## config.mk

```make
export PLATFORM = sky130hd
export DESIGN_NAME = eeprom_slave
export DESIGN_NICKNAME = d
export VERILOG_FILES = /design/src/hdl/eeprom_slave.v
export VERILOG_INCLUDE_DIRS = /design/src /design/src/include
export SDC_FILE = /design/constraint.sdc
export NUM_CORES = 2
export LEC_CHECK = 0
export ABC_CLOCK_PERIOD_IN_PS = 2600
export BUFFER_PORTS_ARGS = -buffer_cell sky130_fd_sc_hd__buf_2
export CORE_MARGIN = 8
export CORE_UTILIZATION = 30
export DETAILED_ROUTE_END_ITERATION = 16
export REMOVE_ABC_BUFFERS = 1
export SETUP_SLACK_MARGIN = 0.1
export SLEW_MARGIN = 20
export SYNTH_ARGS = -nofsm -noshare
export SYNTH_HDL_FRONTEND = slang
export SYNTH_SLANG_ARGS = --single-unit
```

## constraint.sdc

```tcl
create_clock -name clk -period 2.6 [get_ports clk]
set_input_delay 0.65 -clock clk [delete_from_list [all_inputs] [get_ports clk]]
set_output_delay 0.65 -clock clk [all_outputs]
set_load 0.01 [all_outputs]
```

## src/include/eeprom_slave_consts.vh

```
`ifndef EEPROM_SLAVE_CONSTS_VH
`define EEPROM_SLAVE_CONSTS_VH
// Slave address codes in the upper nibble
`define MEM_CODE 4'hA
`define PROTECT_CODE 4'h6
// Page geometry
`define PAGE_BITS 4
`define ARRAY_DEPTH 256
// Lower half boundary bit of the word address
`define LOW_HALF_BIT 7
// Internal program cycle, in microseconds, and clock rate in MHz
`define PROGRAM_CYCLE_TIME_US 10000
`define CLK_MHZ 200
`define PROGRAM_CYCLES (`PROGRAM_CYCLE_TIME_US * `CLK_MHZ)
// Erased cell value
`define ERASED_BYTE 8'hFF
`endif

```

## src/hdl/eeprom_slave.v

```verilog
// Overview of operation
// - Page write takes up to sixteen data bytes; every byte acknowledged.
// - Nonvolatile programming starts only on the stop ending the write.
// - Page write advances low address nibble only, wrapping, high nibble fixed.
// - More than sixteen bytes wrap and overwrite earlier page bytes.
// - No slave address acknowledge while an internal write cycle runs.
// - Protect command: protect code, write, word and data bytes acknowledged.
// - Protect code with read direction is never acknowledged.
// - Stop after protect command programs protect bit; inputs ignored meanwhile.
// - Protection is permanent; later protect commands are ignored.
// - With protection on, writes to addresses 00 to 7F never execute.
// - Three read types, started with direction bit set to one.
// - Address counter holds last accessed address plus one; page writes wrap it within the page.
// - Current address read acks, sends one byte, stops on nack and stop.
// - Each master acknowledge makes the next sequential byte go out.
// - Sequential read counter wraps from FF to 00.
// - Memory code plus matching strap bits selects this device.
// - Write inhibit pin high blocks every array write.
`timescale 1ns/1ps
`include "eeprom_slave_consts.vh"

module eeprom_slave #(
  parameter PROGRAM_CYCLES = `PROGRAM_CYCLES
) (
  // Clock, reset, enable
  input wire clk,
  input wire arst_n,
  input wire clk_en,
  // Two-wire bus pins
  input wire scl_in,
  input wire sda_in,
  output reg sda_out_q,
  output reg sda_oe_n_q,
  // Straps and write control
  input wire strap_addr_bit0,
  input wire strap_addr_bit1,
  input wire strap_addr_bit2,
  input wire write_inhibit_pin,
  // Status
  output reg busy_q,
  output reg protected_q
);

  // ***************************************************************
  // Local definitions
  // ***************************************************************
  localparam [2:0] ST_IDLE = 3'd0;
  localparam [2:0] ST_DEVADDR = 3'd1;
  localparam [2:0] ST_WORDADDR = 3'd2;
  localparam [2:0] ST_WDATA = 3'd3;
  localparam [2:0] ST_RDATA = 3'd4;
  localparam [2:0] ST_RACK = 3'd5;
  localparam [2:0] ST_PROT = 3'd6;
  localparam [31:0] PROG_LAST = PROGRAM_CYCLES - 1;

  // ***************************************************************
  // Input synchronisers
  // ***************************************************************
  reg [5:0] meta_q;
  reg [5:0] sync_q;
  reg scl_old_q;
  reg sda_old_q;
  // Two flops on every pin; straps and inhibit are also asynchronous
  always @(posedge clk or negedge arst_n) begin
    if (!arst_n) begin
      meta_q <= 6'h3F;
      sync_q <= 6'h3F;
      scl_old_q <= 1'b1;
      sda_old_q <= 1'b1;
    end else if (clk_en) begin
      meta_q <= {write_inhibit_pin, strap_addr_bit2, strap_addr_bit1,
                 strap_addr_bit0, sda_in, scl_in};
      sync_q <= meta_q;
      scl_old_q <= sync_q[0];
      sda_old_q <= sync_q[1];
    end
  end

  wire scl = sync_q[0];
  wire sda = sync_q[1];
  wire [2:0] strap = sync_q[4:2];
  wire inhibit = sync_q[5];
  wire scl_rise = scl & ~scl_old_q;
  wire scl_fall = ~scl & scl_old_q;
  wire start_cond = scl & scl_old_q & sda_old_q & ~sda;
  wire stop_cond = scl & scl_old_q & ~sda_old_q & sda;

  // ***************************************************************
  // Array, page buffer and state
  // ***************************************************************
  reg [7:0] mem [0:`ARRAY_DEPTH-1];
  reg [7:0] page_buf_q [0:(1<<`PAGE_BITS)-1];
  reg [(1<<`PAGE_BITS)-1:0] page_vld_q;
  reg [7:0] page_base_q;
  reg [2:0] state_q;
  reg [3:0] bit_cnt_q;
  reg [7:0] shift_q;
  reg [7:0] addr_cnt_q;
  reg prot_cmd_q;
  reg read_dir_q;
  reg ack_phase_q;
  reg page_dirty_q;
  reg prot_pend_q;
  reg [31:0] prog_cnt_q;
  reg [7:0] rd_byte;
  reg is_mem_q;
  reg is_prot_q;

  // Array holds no reset; cells start erased
  integer i;
  initial begin
    for (i = 0; i < `ARRAY_DEPTH; i = i + 1) begin
      mem[i] = `ERASED_BYTE;
    end
  end

  // Write permission for one address
  function allowed;
    input [7:0] a;
    input inh;
    input prot;
    begin
      allowed = ~inh & ~(prot & ~a[`LOW_HALF_BIT]);
    end
  endfunction

  always @* begin
    rd_byte = mem[addr_cnt_q];
  end

  wire [7:0] rx_byte = {shift_q[6:0], sda};
  wire addr_match = (rx_byte[3:1] == strap);
  wire is_mem = (rx_byte[7:4] == `MEM_CODE) & addr_match;
  wire is_prot = (rx_byte[7:4] == `PROTECT_CODE) & addr_match;

  // ***************************************************************
  // Program cycle commit into the array
  // ***************************************************************
  genvar g;
  generate
    for (g = 0; g < (1 << `PAGE_BITS); g = g + 1) begin : g_commit
      localparam [31:0] SLOT = g;
      // Each buffered slot is written when the program cycle ends
      always @(posedge clk) begin
        if (clk_en && busy_q && prog_cnt_q == PROG_LAST &&
            page_vld_q[g]) begin
          mem[{page_base_q[7:`PAGE_BITS], SLOT[`PAGE_BITS-1:0]}] <=
            page_buf_q[g];
        end
      end
    end
  endgenerate

  // ***************************************************************
  // Bus protocol engine
  // ***************************************************************
  // One engine walks start, address, data and ack phases per SCL edge
  always @(posedge clk or negedge arst_n) begin
    if (!arst_n) begin
      state_q <= ST_IDLE;
      bit_cnt_q <= 4'h0;
      shift_q <= 8'h00;
      addr_cnt_q <= 8'h00;
      prot_cmd_q <= 1'b0;
      read_dir_q <= 1'b0;
      ack_phase_q <= 1'b0;
      page_dirty_q <= 1'b0;
      page_vld_q <= {(1<<`PAGE_BITS){1'b0}};
      page_base_q <= 8'h00;
      prot_pend_q <= 1'b0;
      prog_cnt_q <= 32'h0;
      busy_q <= 1'b0;
      protected_q <= 1'b0;
      sda_out_q <= 1'b0; // Open drain: only ever pulls low
      sda_oe_n_q <= 1'b1;
    end else if (clk_en) begin
      if (busy_q) begin
        // Inputs ignored while programming; no ack to polls
        sda_oe_n_q <= 1'b1;
        state_q <= ST_IDLE;
        if (prog_cnt_q == PROG_LAST) begin
          busy_q <= 1'b0;
          prog_cnt_q <= 32'h0;
          page_vld_q <= {(1<<`PAGE_BITS){1'b0}};
          if (prot_pend_q) begin
            protected_q <= 1'b1;
          end
          prot_pend_q <= 1'b0;
        end else begin
          prog_cnt_q <= prog_cnt_q + 32'h1;
        end
      end else if (start_cond) begin
        // Repeated start keeps the address counter for random read
        state_q <= ST_DEVADDR;
        bit_cnt_q <= 4'h0;
        ack_phase_q <= 1'b0;
        sda_oe_n_q <= 1'b1;
      end else if (stop_cond) begin
        state_q <= ST_IDLE;
        sda_oe_n_q <= 1'b1;
        if (page_dirty_q) begin
          busy_q <= 1'b1;
          page_dirty_q <= 1'b0;
        end
        if (prot_pend_q) begin
          busy_q <= 1'b1;
        end
      end else if (state_q != ST_IDLE && scl_rise && !ack_phase_q) begin
        // Sample one data bit; the read shifter moves only on SCL low
        if (state_q != ST_RDATA) begin
          shift_q <= rx_byte;
        end
        bit_cnt_q <= bit_cnt_q + 4'h1;
      end else if (state_q != ST_IDLE && scl_rise && ack_phase_q) begin
        // Ninth clock: master ack decides sequential continuation
        if (state_q == ST_RACK) begin
          if (sda) begin
            state_q <= ST_IDLE;
          end else begin
            state_q <= ST_RDATA;
          end
        end
      end else if (state_q != ST_IDLE && scl_fall) begin
        if (ack_phase_q) begin
          // End of ack slot: release or start driving read data
          ack_phase_q <= 1'b0;
          bit_cnt_q <= 4'h0;
          if (state_q == ST_RDATA) begin
            sda_oe_n_q <= rd_byte[7];
            sda_out_q <= 1'b0;
            shift_q <= {rd_byte[6:0], 1'b1};
            addr_cnt_q <= addr_cnt_q + 8'h1;
          end else begin
            sda_oe_n_q <= 1'b1;
          end
        end else if (bit_cnt_q == 4'h8) begin
          ack_phase_q <= 1'b1;
          case (state_q)
            ST_DEVADDR: begin
              read_dir_q <= shift_q[0];
              if (shift_q[0] && is_mem_q) begin
                state_q <= ST_RDATA;
                sda_oe_n_q <= 1'b0;
              end else if (!shift_q[0] && (is_mem_q || is_prot_q)) begin
                state_q <= ST_WORDADDR;
                prot_cmd_q <= is_prot_q;
                sda_oe_n_q <= 1'b0;
              end else begin
                // Protect code with read, or foreign address
                state_q <= ST_IDLE;
                sda_oe_n_q <= 1'b1;
              end
            end
            ST_WORDADDR: begin
              if (!prot_cmd_q) begin
                addr_cnt_q <= shift_q;
              end
              state_q <= prot_cmd_q ? ST_PROT : ST_WDATA;
              sda_oe_n_q <= 1'b0;
            end
            ST_WDATA: begin
              // Blocked bytes acked but not buffered
              if (allowed(addr_cnt_q, inhibit, protected_q)) begin
                page_buf_q[addr_cnt_q[`PAGE_BITS-1:0]] <= shift_q;
                page_vld_q[addr_cnt_q[`PAGE_BITS-1:0]] <= 1'b1;
                page_base_q <= addr_cnt_q;
                page_dirty_q <= 1'b1;
              end
              addr_cnt_q <= {addr_cnt_q[7:`PAGE_BITS],
                addr_cnt_q[`PAGE_BITS-1:0] + 4'h1};
              sda_oe_n_q <= 1'b0;
            end
            ST_PROT: begin
              // Data byte is a don't care; later commands ignored
              prot_pend_q <= ~protected_q;
              sda_oe_n_q <= 1'b0;
            end
            ST_RDATA: begin
              state_q <= ST_RACK;
              sda_oe_n_q <= 1'b1;
            end
            default: begin
              state_q <= ST_IDLE;
              sda_oe_n_q <= 1'b1;
            end
          endcase
        end else if (state_q == ST_RDATA) begin
          // Shift out next read bit on SCL low
          sda_oe_n_q <= shift_q[7];
          shift_q <= {shift_q[6:0], 1'b1};
        end
      end
    end
  end

  // Address match captured at eighth bit, used at the falling edge
  always @(posedge clk or negedge arst_n) begin
    if (!arst_n) begin
      is_mem_q <= 1'b0;
      is_prot_q <= 1'b0;
    end else if (clk_en && scl_rise) begin
      is_mem_q <= is_mem;
      is_prot_q <= is_prot;
    end
  end

endmodule // eeprom_slave

```

==> flow_metrics.env <==
export IMPL_place_inst=9091
export IMPL_finalMaxSlewViolations=0
export IMPL_netlist_area_mm2=0.0882
export IMPL_start_util_pct=30.1
export IMPL_die_h_um=558
export IMPL_wl_mm=366
export IMPL_critPathTopFamily="multiplexers"
export IMPL_drt_vias_per_instance=5.54
export IMPL_multiInputGateArea_mm2=0.0217
export IMPL_relSlewSlack_pct=26.0
export IMPL_cts_root_buffer="clkbuf_16"
export IMPL_synthFlopType="edfxtp_1"
export IMPL_cts_sinks=2274
export IMPL_tightest_slew_ns=1.11
export IMPL_criticalPathCategory="register to register"
export IMPL_worst_r2r_setup_slack_ns=-0.56
export IMPL_wl_per_cell_um=38.0
export IMPL_n_fill_cell=26000
export IMPL_syn_avg_cell_area_um2=20.6
export IMPL_cts_tree="done"
export IMPL_synth_edf_count=2176
export IMPL_dieArea_mm2=0.311
export IMPL_worstPathMaxFanout=8
export IMPL_worstPathCellList="buf_12 > buf_16 > buf_16 > mux4_2 > mux4_2 > a22oi_2 > nand4_1 > a32o_1"
export IMPL_row_count=199
export IMPL_syn_to_final_growth_pct=31.0
export IMPL_grt_pass1_vias=51200
export IMPL_track_usage_pct=22.8
export IMPL_antenna_left=0
export IMPL_grt_ovfl_total=0
export IMPL_period_share_pct=121
export IMPL_hpwl_mm=252
export IMPL_grt_antenna_before_repair=45
export IMPL_final_layout_size_suffix_gt1_share_pct=43.7
export IMPL_worstSetupEndpointType="register"
export IMPL_clk_latency_ns=0.91
export IMPL_pwr_density_cell_mw_per_mm2=992
export IMPL_violations="setup timing"
export IMPL_rsz0062_at_grt="yes"
export IMPL_synth_top_area_share_pct=74.1
export IMPL_seqCellArea_mm2=0.0678
export IMPL_clk_pin_slew_ns=0.07
export IMPL_synth_distinct_cells=81
export IMPL_nets=5532
export IMPL_ys_seq_area_share_pct=76.9
export IMPL_grt_max_degree=99
export IMPL_numCtsBuffers=228
export IMPL_path_buf_inv=3
export IMPL_peakVddDrop_mv=0.709
export IMPL_core_mm2=0.293
export IMPL_hold_class="input pin to register"
export IMPL_io_buffers=11
export IMPL_period_minus_slack_ns=3.16
export IMPL_yosys_area_top_type="edfxtp_1"
export IMPL_synth_async_reset_ratio_pct=4.31
export IMPL_ys_top_cells_by_count="edfxtp_1 (2,176), mux4_2 (498), nor2_1 (357)"
export IMPL_yosys_warnings=0
export IMPL_status="complete, but fails checks"
export IMPL_fmax_ghz=0.317
export IMPL_drt_iter0_markers=9033
export IMPL_firstDrtPassIters=5
export IMPL_num_vias=53400
export IMPL_grt_pass1_wl_mm=477
export IMPL_maxCapViolations=0
export IMPL_final_cells=9655
export IMPL_setup_violations=1703
export IMPL_critPathMaxStageDelay_ns=0.62
export IMPL_cp_start_kind="register"
export IMPL_place_gp_congestion=1.03
export IMPL_synth_area_top_cells="edfxtp_1 (74%), mux4_2 (13%), dfrtp_1 (2.4%), nor2_1 (1.5%), mux2i_1 (1.4%)"
export IMPL_die_width_um=558
export IMPL_synth_most_common_cell="edfxtp_1"
export IMPL_htree_levels=4
export IMPL_cpMaxStageDelayCell="mux4_2"
export IMPL_worstPathArrival_ns=3.92
export IMPL_ys_ff_latch=2274
export IMPL_worst_slack_ns=-0.556
export IMPL_drcViolationCount=0
export IMPL_finClkSkew_ns=0.0803
export IMPL_hold_violations=0
export IMPL_synthCells=4288
export IMPL_fin_hold_ws_ns=0.0795
export IMPL_crit_required_ns=3.37
export IMPL_ioPinCount=13
export IMPL_cts_max_path_buffers=3
export IMPL_p_leak_nw=38.3
-- cell families (layout without fill, tap and decap cells) --
| kind of cell | after synthesis | in the layout | share of synthesized area, % |
|---|---|---|---|
| AO/OA/AOI/OAI | 385 | 385 | 3.07 |
| XOR/XNOR | 32 | 32 | 0.318 |
| adder cells (fa/ha/maj) | 7 | 7 | 0.0993 |
| buffers and inverters | 259 | 1688 | 1.66 |
| flip-flops | 2274 | 2274 | 76.9 |
| multiplexers | 653 | 653 | 14.6 |
| other | 1 | 20 | 0.00425 |
| AND/OR/NAND/NOR | 677 | 677 | 3.35 |
-- layer usage --
metal  global-route usage (%)  vias up  part of all wire, %
li1                         -    20300                    -
met1                     29.7    28400                   37
met2                     33.7     4022                   43
met3                     7.47      726                   13
met4                     12.2        2                  6.8
met5                        0        -               0.0033
-- cell type report --
cell class	instances	area share (%)
Antenna cell	19	0.0412
Clock buffer	276	5.11
Sequential cell	2274	58.7
Tap cell	3919	4.25
Timing Repair Buffer	1237	11.7
Multi-Input combinational cell	1755	18.8
Inverter	20	0.0672
Clock inverter	155	1.39
-- cell usage in the layout (no fill, tap or decap), types with 16 or more instances in the layout --
cell type	count
o221ai_1	31
nor2_4	249
a22oi_1	48
buf_16	44
bufinv_16	23
a31oi_1	23
nand2_1	128
o21ai_0	45
nand3_1	42
nor2_1	101
and2_1	16
dfrtp_1	77
buf_8	87
mux2_2	27
clkinv_1	56
buf_6	308
diode_2	19
clkbuf_1	47
buf_12	110
inv_1	17
clkbuf_16	233
edfxtp_1	2176
xor2_1	17
a21oi_1	54
mux4_2	500
clkinv_2	45
mux2i_1	117
buf_4	667
-- path summary, 6_finish.rpt --
check	start	cells after the start	endpoint
setup / recovery	addr_cnt_q[0]	8	shift_q[1]
hold / removal	sda_in	2	meta_q[1]
setup reg to reg	addr_cnt_q[0]	8	shift_q[1]
hold reg to reg	page_buf_q[10][4]	0	mem[138][4]
max in group asynchronous	arst_n	3	shift_q[5]
min in group asynchronous	arst_n	3	prog_cnt_q[0]
-- flip-flops by register name, summed over array words and instances, names as in the netlist, 3 cells and up --
| register | flops |
|---|---|
| mem | 2048 |
| page_buf_q | 128 |
| prog_cnt_q | 32 |
| page_vld_q | 16 |
| addr_cnt_q | 8 |
| shift_q | 8 |
| meta_q | 6 |
| sync_q | 6 |
| bit_cnt_q | 4 |
| page_base_q | 4 |
| state_q | 3 |
-- report_power, final --
| part | switching (mW) | internal [mW] | total, mW |
|---|---|---|---|
| logic | 24.2 | 16.6 | 40.8 |
| registers | 0.538 | 40.0 | 40.5 |
| clock network | 14.6 | 18.5 | 33.1 |
| total | 39.4 | 75.1 | 114 |
-- what timing repair did --
| action | 4_1_cts | 5_1_grt |
|---|---|---|
| setup buffers | 53 | 29 |
| gates cloned | 25 | 5 |
| endpoints found under the setup margin | 2185 | 2191 |
| hold buffers | 5 | 0 |
| pin swaps | 98 | 167 |
| resized for setup | 462 | 775 |
| endpoints found under the hold margin | 87 | 0 |
-- per-stage QoR --
step	setup TNS (ns)	utilization [%]	setup slack [ns]	total power, mW	area (um^2)
finish	-107.18	39.4	-0.556	114	115000
global route	-211.43	39.4	-0.540	116	115000
CTS	-224.14	38.2	-0.443	113	112000
detailed placement	-310.51	34.6	-0.796	77.4	101000
global placement	-285.72	34.6	-0.828	77.4	101000
floorplan	-7093.66	-	-21.28	49.3	86800
Note: power is estimated with default switching activity, not from simulation.
